### config.mk
export PLATFORM = sky130hd
export DESIGN_NAME = hbsw_engine
export DESIGN_NICKNAME = d
export VERILOG_FILES = /design/src/rtl/hbsw_pkg.sv /design/src/rtl/hbsw_engine.sv
export SDC_FILE = /design/constraint.sdc
export NUM_CORES = 1
export LEC_CHECK = 0
export BUFFER_PORTS_ARGS = -buffer_cell sky130_fd_sc_hd__buf_2
export CAP_MARGIN = 0
export CORE_AREA = 2 2 193 195
export CTS_CLUSTER_SIZE = 30
export DETAILED_ROUTE_END_ITERATION = 7
export DIE_AREA = 0 0 195 197
export PLACE_DENSITY = 0.72
export SYNTH_ARGS = -nofsm -noshare
export SYNTH_HDL_FRONTEND = slang
export SYNTH_SLANG_ARGS = --single-unit
### constraint.sdc
create_clock -name pclk -period 3 [get_ports pclk]
set_input_delay 0.15 -clock pclk [delete_from_list [all_inputs] [get_ports pclk]]
set_output_delay 0.15 -clock pclk [all_outputs]
set_load 0.01 [all_outputs]
### src/rtl/hbsw_pkg.sv
// package: constants and carrier types of the buffer status write-back engine
`default_nettype none
package hbsw_pkg;
   // ------------------------------------------------------------
   // register map (byte addresses on apb)
   // ------------------------------------------------------------
   localparam logic [7:0] ADDR_CTRL      = 8'h00; // inhibits and activate
   localparam logic [7:0] ADDR_TX_LOC    = 8'h04; // where the tx message pointer lives
   localparam logic [7:0] ADDR_RX_LOC    = 8'h08; // where the rx message pointer lives
   localparam logic [7:0] ADDR_LIMIT     = 8'h0C; // rx length limit, 0 = no check
   localparam logic [7:0] ADDR_STATUS    = 8'h10; // engine state
   localparam logic [7:0] ADDR_LAST_STAT = 8'h14; // last status word built
   localparam logic [7:0] ADDR_BUF_PTR   = 8'h18; // data pointer of new descriptor
   // ctrl bit positions
   localparam int CTRL_TX_INH  = 0;
   localparam int CTRL_RX_INH  = 1;
   localparam int CTRL_ACTIVATE = 2;
   // ------------------------------------------------------------
   // descriptor layout in shared memory
   // ------------------------------------------------------------
   localparam logic [31:0] DESC_BUF_OFF  = 32'h0000_0000; // buffer descriptor word
   localparam logic [31:0] DESC_DATA_OFF = 32'h0000_0004; // data buffer pointer
   localparam logic [31:0] DESC_NEXT_OFF = 32'h0000_0008; // next descriptor pointer
   localparam int BIT_OWNER = 31;
   localparam int BIT_POLL_DISABLE = 30;
   localparam int BIT_EOM   = 29;
   localparam int CNT_MSB   = 13;
   localparam int ERR_LSB   = 16;
   // receive error codes
   localparam logic [3:0] ERR_NONE     = 4'h0;
   localparam logic [3:0] ERR_OVERFLOW = 4'h1;
   localparam logic [3:0] ERR_FRAME_ALIGN = 4'h2;
   localparam logic [3:0] ERR_OOF      = 4'h8;
   localparam logic [3:0] ERR_FCS      = 4'h9;
   localparam logic [3:0] ERR_OCTET    = 4'hA;
   localparam logic [3:0] ERR_ABORT    = 4'hB;
   localparam logic [3:0] ERR_LONG     = 4'hC;
   // ------------------------------------------------------------
   // timing
   // ------------------------------------------------------------
   localparam int CLK_PERIOD_NS = 10;
   localparam int POLL_TIME_NS  = 10000; // descriptor re-read interval
   localparam int POLL_CYCLES   = POLL_TIME_NS / CLK_PERIOD_NS;
   localparam int POLL_W        = 10;
   // ------------------------------------------------------------
   // types
   // ------------------------------------------------------------
   typedef enum logic [2:0] {
      HBSW_IDLE  = 3'h0,
      HBSW_LDPTR = 3'h1,
      HBSW_WRST  = 3'h3,
      HBSW_RDNX  = 3'h2,
      HBSW_RDDS  = 3'h6,
      HBSW_RDBUF = 3'h7,
      HBSW_WRPTR = 3'h5,
      HBSW_POLL  = 3'h4
   } hbsw_state_t;
   // finished-buffer report from the channel logic
   typedef struct packed {
      logic        rx;            // 1 = receive direction
      logic        end_of_message_flag;           // end of message in this buffer
      logic [13:0] count;         // octets moved
      logic        overflow;      // internal buffer overflow
      logic        frame_align;   // sync misaligned with flywheel
      logic        out_of_frame_error;           // out of frame input asserted
      logic        fcs_bad;       // check sequence mismatch
      logic        octet_bad;     // payload not whole octets
      logic        abort;         // ended with abort sequence
   } hbsw_done_t;
   // shared memory master request
   typedef struct packed {
      logic        req;
      logic        we;
      logic [31:0] addr;
      logic [31:0] wdata;
   } hbsw_mem_req_t;
endpackage : hbsw_pkg
`default_nettype wire

### src/rtl/hbsw_engine.sv
// module: buffer status write-back and descriptor list walker with apb registers
// How it works
// - write status over descriptor when enabled
// - tx status owner bit 31 written 0
// - rx status owner bit 31 written 1
// - tx end-of-message copied from the channel report
// - tx octet count in bits 13:0
// - rx end-of-message set on final octet
// - rx error code 19:16, count 13:0
// - code 1 on internal overflow
// - code 2 on frame sync misalignment
// - code 8 on out of frame
// - code 9 on check sequence mismatch
// - code 10 on octet misalignment, beats 9
// - code 11 on abort termination
// - overlength: end message, code 12, discard
// - next address is bits 31:2 plus 00
// - data pointer is any byte address
// - separate tx and rx inhibit controls
// - inhibit 0: status, next, read, store
// - inhibit 1: read next, store its link
// - opposite owner polarity hands buffers across
// - poll host-owned descriptor unless poll disabled
`default_nettype none
module hbsw_engine #(
   parameter int POLL_CYCLES = hbsw_pkg::POLL_CYCLES // re-read interval in cycles
) (
   // clock and reset
   input  wire logic                   pclk,
   input  wire logic                   presetn,
   // apb slave
   input  wire logic                   psel,
   input  wire logic                   penable,
   input  wire logic                   pwrite,
   input  wire logic [7:0]             paddr,
   input  wire logic [31:0]            pwdata,
   output logic                        pready,
   output logic [31:0]                 prdata,
   output logic                        pslverr,
   // finished buffer report from the channel logic
   input  wire logic                   done_valid,
   input  wire hbsw_pkg::hbsw_done_t   done_info,
   output logic                        done_ready,
   // shared memory master
   output var hbsw_pkg::hbsw_mem_req_t mem,
   input  wire logic                   mem_ack,
   input  wire logic [31:0]            mem_rdata,
   // results
   output logic [31:0]                 buffer_byte_pointer,
   output logic                        overlength_discard
);
   // ------------------------------------------------------------
   // state
   // ------------------------------------------------------------
   // countdown width follows the interval so a long poll time cannot wrap
   localparam int POLL_W = $clog2(POLL_CYCLES + 1);
   typedef struct packed {
      hbsw_pkg::hbsw_state_t st;       // walker state
      logic                  rx;       // direction of current job
      logic                  inh;      // inhibit sampled at start
      logic [31:0]           stat;     // status word to write
      logic [31:0]           cur;      // current descriptor address
      logic [31:0]           nxt;      // next descriptor address
      logic [31:0]           link;     // link read from next descriptor
      logic [31:0]           loc;      // message pointer location
      logic [POLL_W-1:0]     poll;     // poll countdown
      logic                  parked;   // waiting for activate
      logic                  tx_inh;   // tx write-back inhibit
      logic                  rx_inh;   // rx write-back inhibit
      logic [31:0]           tx_loc;
      logic [31:0]           rx_loc;
      logic [13:0]           limit;    // rx length limit
      logic [31:0]           last;     // last status word built
      logic [31:0]           bufp;     // data buffer pointer
      logic                  discard;  // overlength pulse
      logic [31:0]           rdata;    // apb read data
      logic                  err;      // apb error
   } hbsw_regs_t;

   hbsw_regs_t r;      // registered state
   hbsw_regs_t next_r; // next state

   // ------------------------------------------------------------
   // decode helpers
   // ------------------------------------------------------------
   // receive error code, highest priority first
   function automatic logic [3:0] rx_err_code(input hbsw_pkg::hbsw_done_t d, input logic long);
      if (long)
         rx_err_code = hbsw_pkg::ERR_LONG;
      else if (d.abort)
         rx_err_code = hbsw_pkg::ERR_ABORT;
      else if (d.octet_bad)
         rx_err_code = hbsw_pkg::ERR_OCTET;
      else if (d.fcs_bad)
         rx_err_code = hbsw_pkg::ERR_FCS;
      else if (d.out_of_frame_error)
         rx_err_code = hbsw_pkg::ERR_OOF;
      else if (d.frame_align)
         rx_err_code = hbsw_pkg::ERR_FRAME_ALIGN;
      else if (d.overflow)
         rx_err_code = hbsw_pkg::ERR_OVERFLOW;
      else
         rx_err_code = hbsw_pkg::ERR_NONE;
   endfunction

   // drop the two low bits of a pointer word
   function automatic logic [31:0] dword_addr(input logic [31:0] p);
      dword_addr = {p[31:2], 2'b00};
   endfunction

   // a memory request of the current state
   function automatic logic is_mem_state(input hbsw_pkg::hbsw_state_t s);
      is_mem_state = (s != hbsw_pkg::HBSW_IDLE) && (s != hbsw_pkg::HBSW_POLL);
   endfunction

   logic        long_msg;   // overlength on the report being taken
   logic        take;       // report accepted this cycle
   logic        apb_setup;  // apb setup phase
   logic        apb_wr;     // apb write taking effect
   logic        activate;   // software activate pulse
   logic        owner_host; // descriptor read shows host ownership

   assign done_ready = (r.st == hbsw_pkg::HBSW_IDLE);
   assign take       = done_valid && done_ready;
   assign long_msg   = done_info.rx && (r.limit != 14'h0000) && (done_info.count > r.limit);
   assign apb_setup  = psel && !penable;
   assign apb_wr     = psel && penable && pwrite;
   assign activate   = apb_wr && (paddr == hbsw_pkg::ADDR_CTRL) && pwdata[hbsw_pkg::CTRL_ACTIVATE];
   assign owner_host = mem_rdata[hbsw_pkg::BIT_OWNER];

   // ------------------------------------------------------------
   // next state
   // ------------------------------------------------------------
   // one combinational pass computes everything; memory steps advance on mem_ack
   always_comb begin
      next_r         = r;
      next_r.discard = 1'b0;
      // apb register writes
      if (apb_wr) begin
         unique case (paddr)
            hbsw_pkg::ADDR_CTRL: begin
               next_r.tx_inh = pwdata[hbsw_pkg::CTRL_TX_INH];
               next_r.rx_inh = pwdata[hbsw_pkg::CTRL_RX_INH];
            end
            hbsw_pkg::ADDR_TX_LOC: next_r.tx_loc = dword_addr(pwdata);
            hbsw_pkg::ADDR_RX_LOC: next_r.rx_loc = dword_addr(pwdata);
            hbsw_pkg::ADDR_LIMIT:  next_r.limit  = pwdata[13:0];
            default: ;
         endcase
      end
      // apb read data is captured in the setup phase so it comes from a flop
      if (apb_setup) begin
         next_r.err   = 1'b0;
         next_r.rdata = 32'h0000_0000;
         unique case (paddr)
            hbsw_pkg::ADDR_CTRL:      next_r.rdata = {30'h0000_0000, r.rx_inh, r.tx_inh};
            hbsw_pkg::ADDR_TX_LOC:    next_r.rdata = r.tx_loc;
            hbsw_pkg::ADDR_RX_LOC:    next_r.rdata = r.rx_loc;
            hbsw_pkg::ADDR_LIMIT:     next_r.rdata = {18'h0_0000, r.limit};
            hbsw_pkg::ADDR_STATUS:    next_r.rdata = {27'h000_0000, r.st, r.parked, ~done_ready};
            hbsw_pkg::ADDR_LAST_STAT: next_r.rdata = r.last;
            hbsw_pkg::ADDR_BUF_PTR:   next_r.rdata = r.bufp;
            default:                  next_r.err   = 1'b1;
         endcase
      end
      // walker
      unique case (r.st)
         hbsw_pkg::HBSW_IDLE: begin
            if (take) begin
               next_r.rx  = done_info.rx;
               next_r.inh = done_info.rx ? r.rx_inh : r.tx_inh;
               next_r.loc = done_info.rx ? r.rx_loc : r.tx_loc;
               next_r.stat = 32'h0000_0000;
               if (done_info.rx) begin
                  next_r.stat[hbsw_pkg::BIT_OWNER] = 1'b1;
                  next_r.stat[hbsw_pkg::BIT_EOM]   = done_info.end_of_message_flag || long_msg;
                  next_r.stat[hbsw_pkg::ERR_LSB +: 4] = rx_err_code(done_info, long_msg);
                  next_r.stat[hbsw_pkg::CNT_MSB:0] = long_msg ? r.limit : done_info.count;
                  next_r.discard = long_msg;
               end else begin
                  next_r.stat[hbsw_pkg::BIT_OWNER] = 1'b0;
                  next_r.stat[hbsw_pkg::BIT_EOM]   = done_info.end_of_message_flag;
                  next_r.stat[hbsw_pkg::CNT_MSB:0] = done_info.count;
               end
               next_r.st = hbsw_pkg::HBSW_LDPTR;
            end
         end
         hbsw_pkg::HBSW_LDPTR: begin
            if (mem_ack) begin
               next_r.last = r.stat;
               if (r.inh) begin
                  next_r.nxt = dword_addr(mem_rdata);
                  next_r.st  = hbsw_pkg::HBSW_RDDS;
               end else begin
                  next_r.cur = dword_addr(mem_rdata);
                  next_r.st  = hbsw_pkg::HBSW_WRST;
               end
            end
         end
         hbsw_pkg::HBSW_WRST: begin
            if (mem_ack)
               next_r.st = hbsw_pkg::HBSW_RDNX;
         end
         hbsw_pkg::HBSW_RDNX: begin
            if (mem_ack) begin
               if (r.inh) begin
                  next_r.link = dword_addr(mem_rdata);
                  next_r.st   = hbsw_pkg::HBSW_WRPTR;
               end else begin
                  next_r.nxt = dword_addr(mem_rdata);
                  next_r.st  = hbsw_pkg::HBSW_RDDS;
               end
            end
         end
         hbsw_pkg::HBSW_RDDS: begin
            if (mem_ack) begin
               if (owner_host) begin
                  // host still owns it: poll, or park when polling is off
                  next_r.parked = mem_rdata[hbsw_pkg::BIT_POLL_DISABLE];
                  next_r.poll   = POLL_W'(POLL_CYCLES - 1);
                  next_r.st     = hbsw_pkg::HBSW_POLL;
               end else begin
                  next_r.st = hbsw_pkg::HBSW_RDBUF;
               end
            end
         end
         hbsw_pkg::HBSW_RDBUF: begin
            if (mem_ack) begin
               next_r.bufp = mem_rdata;
               next_r.st   = r.inh ? hbsw_pkg::HBSW_RDNX : hbsw_pkg::HBSW_WRPTR;
            end
         end
         hbsw_pkg::HBSW_WRPTR: begin
            if (mem_ack)
               next_r.st = hbsw_pkg::HBSW_IDLE;
         end
         hbsw_pkg::HBSW_POLL: begin
            // a parked walker waits for software; otherwise count down
            if (r.parked) begin
               if (activate) begin
                  next_r.parked = 1'b0;
                  next_r.st     = hbsw_pkg::HBSW_RDDS;
               end
            end else if (r.poll == '0) begin
               next_r.st = hbsw_pkg::HBSW_RDDS;
            end else begin
               next_r.poll = r.poll - POLL_W'(1);
            end
         end
      endcase
   end

   // ------------------------------------------------------------
   // state register
   // ------------------------------------------------------------
   always_ff @(posedge pclk or negedge presetn) begin
      if (!presetn) begin
         r    <= '0;
         r.st <= hbsw_pkg::HBSW_IDLE;
      end else begin
         r <= next_r;
      end
   end

   // ------------------------------------------------------------
   // outputs
   // ------------------------------------------------------------
   // memory request is a level held until mem_ack
   always_comb begin
      mem.req   = is_mem_state(r.st);
      mem.we    = (r.st == hbsw_pkg::HBSW_WRST) || (r.st == hbsw_pkg::HBSW_WRPTR);
      mem.addr  = 32'h0000_0000;
      mem.wdata = 32'h0000_0000;
      unique case (r.st)
         hbsw_pkg::HBSW_LDPTR: mem.addr = r.loc;
         hbsw_pkg::HBSW_WRST: begin
            mem.addr  = r.cur + hbsw_pkg::DESC_BUF_OFF;
            mem.wdata = r.stat;
         end
         hbsw_pkg::HBSW_RDNX:  mem.addr = (r.inh ? r.nxt : r.cur) + hbsw_pkg::DESC_NEXT_OFF;
         hbsw_pkg::HBSW_RDDS:  mem.addr = r.nxt + hbsw_pkg::DESC_BUF_OFF;
         hbsw_pkg::HBSW_RDBUF: mem.addr = r.nxt + hbsw_pkg::DESC_DATA_OFF;
         hbsw_pkg::HBSW_WRPTR: begin
            mem.addr  = r.loc;
            mem.wdata = r.inh ? r.link : r.nxt;
         end
         default: ;
      endcase
   end

   assign pready              = 1'b1;
   assign prdata              = r.rdata;
   assign pslverr             = psel && penable && r.err;
   assign buffer_byte_pointer = r.bufp;
   assign overlength_discard  = r.discard;

   // cycles spent counting down; the interval may exceed any delay range
   int poll_age;
   always_ff @(posedge pclk or negedge presetn) begin
      if (!presetn)
         poll_age <= 0;
      else if ((r.st == hbsw_pkg::HBSW_POLL) && !r.parked)
         poll_age <= poll_age + 1;
      else
         poll_age <= 0;
   end
endmodule : hbsw_engine
`default_nettype wire

# Yosys cells after proc, flatten, opt, wreduce, memory -nomap -nowiden
# Index checks and enable logic that the tools add are counted.
# word_totals
register_bits	322
in_bits	101
out_inout_bits	134
wordCells	140
# op_classes
n_addsub	3
n_lt_le_gt_ge	1
eq_ne	28
n_mux	51
n_bitwise	2
n_reduce_logical	35
# ops
cell	count
2-to-1 mux 32 bit	7
case mux 32 bit (7 select lines)	1
case mux 32 bit (5 select lines)	1
case mux 32 bit (2 select lines)	2
2-to-1 mux 64 bit	1
2-to-1 mux 37 bit	1
2-to-1 mux 3 bit	11
adder 32 x 3 -> 32 bit (second input constant)	1
adder 32 x 4 -> 32 bit (second input constant)	1
2-to-1 mux 14 bit	2
== test 8 x 5 -> 1 bit (second input constant)	3
2-to-1 mux 4 bit	6
case mux 3 bit (8 select lines)	1
2-to-1 mux 11 bit	2
!= test 2 bit (second input constant)	11
case mux 11 bit (2 select lines)	1
2-to-1 mux 10 bit	2
== test 8 x 4 -> 1 bit (second input constant)	2
> comparator 14 bit	1
AND reduction 2 bit	7
nonzero test 14 bit	1
== test 3 bit (second input constant)	4
logical AND 1 bit	10
zero test 10 bit	1
20 further kinds	40

# Longest topological paths before layout
# depth
ltp_word	10
ltp_mapped	13
ltp_nobuf	8

# Least setup slack after synthesis
# OpenSTA, ideal clock, no wires.
# synth_path
kind	register -> output
from	register r[349] (netlist name)
to	output port mem[63] (netlist name)
t_arrival_ns	2.990
t_required_ns	2.850
slack_ns	-0.140
stages_incl_launch_ff	14
path_buffers	5
cell_sequence	dfrtp_1 buf_6 buf_4 buf_4 buf_4 buf_4 mux2_2 ha_1 nand4_1 a221o_1 or2_1 nor4_2 xor2_1 o21ai_1
# synth_lines
element	line	rtl
start: declaration	hbsw_engine.sv:80	hbsw_regs_t r;
start signal: assignment	hbsw_engine.sv:261	r <= next_r;
end: declaration	hbsw_engine.sv:45	output var hbsw_pkg::hbsw_mem_req_t mem,

==> run metrics <==
status=complete, but fails checks; failing checks=design-rule violations, negative setup slack; clock sinks=between 300 and 400; antenna cells=0; Post-DP Area=18600 sq um; final worst slack=-30.0 ps; Avg Inst Size Synth=~11 sq um; Pre-Repair DR Iteration Count=8; Post-synth EDFFs=0; top cells by area, synth=dfrtp_1 46%, mux2_2 12%, mux2i_1 6.3%; clock transition at the registers of the reported paths=60 ps; Initial Util=a little under half; WP data required=2850 ps; CP top delay family=simple AND/OR/NAND/NOR gates; gr usage total=29.0%; synthesis-stage register bit count=317; Fmax achieved=around 330 MHz; Final setup viols=4; Yosys Warn Count=0; Peak supply drop=~0.45 mV; Die Y=around 200 microns; Commonest cells post-synth=317 x dfrtp_1, 185 x mux2_2, 136 x nand2_1; DRC violation count after routing=10; first-pass GRT wire length=between 80000 and 90000 microns; Clock Tree Root=clkbuf_16; Critical-path top delay cell=a222oi_1; CP Capture Type=primary output; routed vias=14100; hpwl dp=39800 microns; synth unique cells=73; top fanout value on the critical path=7; antenna viol nets, final=0; top routing layer used=met4; sequential share of the synthesized area=46.1%; Chip Width=195 microns; Multi-input gate area=8400 sq um; hold_ws=~13 ps; WL met3=3510 microns; DR vias/cell=between 5 and 6; Final Skew=just over 30 ps; Rel. slew slack=27.0%; CP peak stage delay=440 ps; min-delay worst type=input pin to flip-flop; final wirelength=between 50000 and 60000 microns; Register Area=between 7000 and 8000 sq um; gr ovfl total=0; Layout fillers=between 3000 and 4000; leakage=about 9.5 nW; WL/cell=approximately 24 microns; layout cell share with drive strength beyond 1=33.4%; R2R setup slack=~260 ps; main flop type after synthesis=dfrtp_1; Nets=1970; fin. max-slew vios=0; Clock Path Buffers=3; crit start category=flip-flop; drt initial violations=1158; GPL Wtd Cong=0.902; total core area=36300 sq um; critical path type=flip-flop to primary output; worst-margin pin slew=1090 ps; full die area=38400 sq um; total CTS buffers=36; vias in the first global route=14200; routed wl met2=27000 microns; Period minus WS final=3030 ps; cell area after synthesis=about 17000 sq um; CTS tree=done; cell taking the most area after synthesis=dfrtp_1; Ports=235; final instance area=20900 sq um; post-synthesis cell count=between 1500 and 2000; Met1 Wirelength=22600 microns; Bufs and invs on worst path=2; clk_lat worst skew=550 ps; Pwr Density=830 nW/um^2; Site Rows=70; RSZ-0062 raised after global routing=true; Max Cap Viol=0; most numerous cell in the Yosys netlist=dfrtp_1; top cell type's share of synthesized area=46.1%; Synth async-reset ratio=100%; Final Hold Fails=0; largest net degree at the start of global routing=117; Area growth, synth to finish=21.7%; antenna violations before repair=0; # H-tree levels=2; port buffer count=231; crit path cell chain=ha_2 > nand4_1 > nor4_2 > buf_4 > nand3_1 > xnor2_1 > a222oi_1 > nand2_1 > buf_2; crit path DAT=between 2000 and 3000 ps; final worst-path cycle share=101%
-- flip-flops by register name, summed over array words and instances, names as in the netlist --
register / count
prdata: 32
buffer_byte_pointer: 32
r: 252
overlength_discard: 1
-- routing by layer --
layer  up-vias  global-route usage (%)
li1       6269                       -
met1      7053                    37.4
met2       606                    49.4
met3       132                    3.44
met4         0                    12.4
met5         -                       0
-- worst reg2reg max path: cells and delay by family (launching register included) --
| family | cells | cell delay [ps] |
|---|---|---|
| DFF | 1 | 550 |
| buffers and inverters | 1 | 340 |
| AOI/OAI and AO/OA | 1 | 340 |
| and+or+nand+nor | 2 | 1360 |
-- timing repair --
item | 4_1_cts | 5_1_grt
hold buffers | 81 | 0
buffers inserted | 7 | 12
resized for setup | 22 | 31
hold endpoints to repair | 308 | 0
setup endpoints to repair | 14 | 20
pin swaps | 10 | 18
-- cell usage in the layout, fill, tap and decap left out, drive strengths merged, types with 18 or more instances in the layout --
cell type / count
mux2i: 108
nor2: 86
xor2: 30
dlygate4sd3: 81
ha: 18
dfrtp: 317
a222oi: 30
nor3: 18
a22o: 23
clkbuf: 50
nand2: 136
mux2: 225
nand3: 30
buf: 316
inv: 28
xnor2: 24
o21ai: 110
a22oi: 24
a21oi: 48
-- final timing paths --
kind | endpoint | cells after the start | from
worst max register to register | r[349] | 4 | r[353]
worst min-delay path | r[235] | 2 | mem_rdata[14]
worst max-delay path | mem[48] | 9 | r[256]
worst min register to register | r[179] | 1 | r[179]
min in group asynchronous | prdata[21] | 2 | presetn
max in group asynchronous | r[226] | 3 | presetn
-- stage by stage --
step | TNS, ps | utilization [%] | cells | setup WS (ps) | total power (W)
final | -71.5 | 57.7 | 2346 | -30.0 | 0.0174
after floorplan | 0 | - | 1602 | 6.92 | 0.0103
after global routing | -1030 | 57.7 | 2346 | -155 | 0.0182
after CTS | -136 | 57.2 | 2334 | -83.4 | 0.0172
after global placement | 0 | 51.2 | 2181 | 359 | 0.0124
after detailed placement | 0 | 51.2 | 2181 | 318 | 0.0126
-- cells by family after synthesis --
logic type / synth area share [%]
compound gates: 12.2
xor+xnor: 2.75
fa+ha+maj: 1.31
buf+inv: 6.57
flops: 46.1
mux: 21.0
other cells: 0.0437
simple gates: 10.0
-- report_power, final --
part	total, W	internal, W	switching (W)
clock	0.00448	0.00261	0.00188
combinational	0.00614	0.00274	0.00340
sequential	0.00675	0.00533	0.00141
-- final cells by class --
| type | instances | area share [%] |
|---|---|---|
| Multi-Input combinational cell | 1073 | 40.1 |
| Clock inverter | 15 | 0.920 |
| Inverter | 26 | 0.466 |
| Timing Repair Buffer | 397 | 12.8 |
| Sequential cell | 317 | 38.0 |
| Tap cell | 468 | 2.80 |
| Clock buffer | 50 | 4.89 |
No activity file was read; power rests on OpenSTA's default activity.
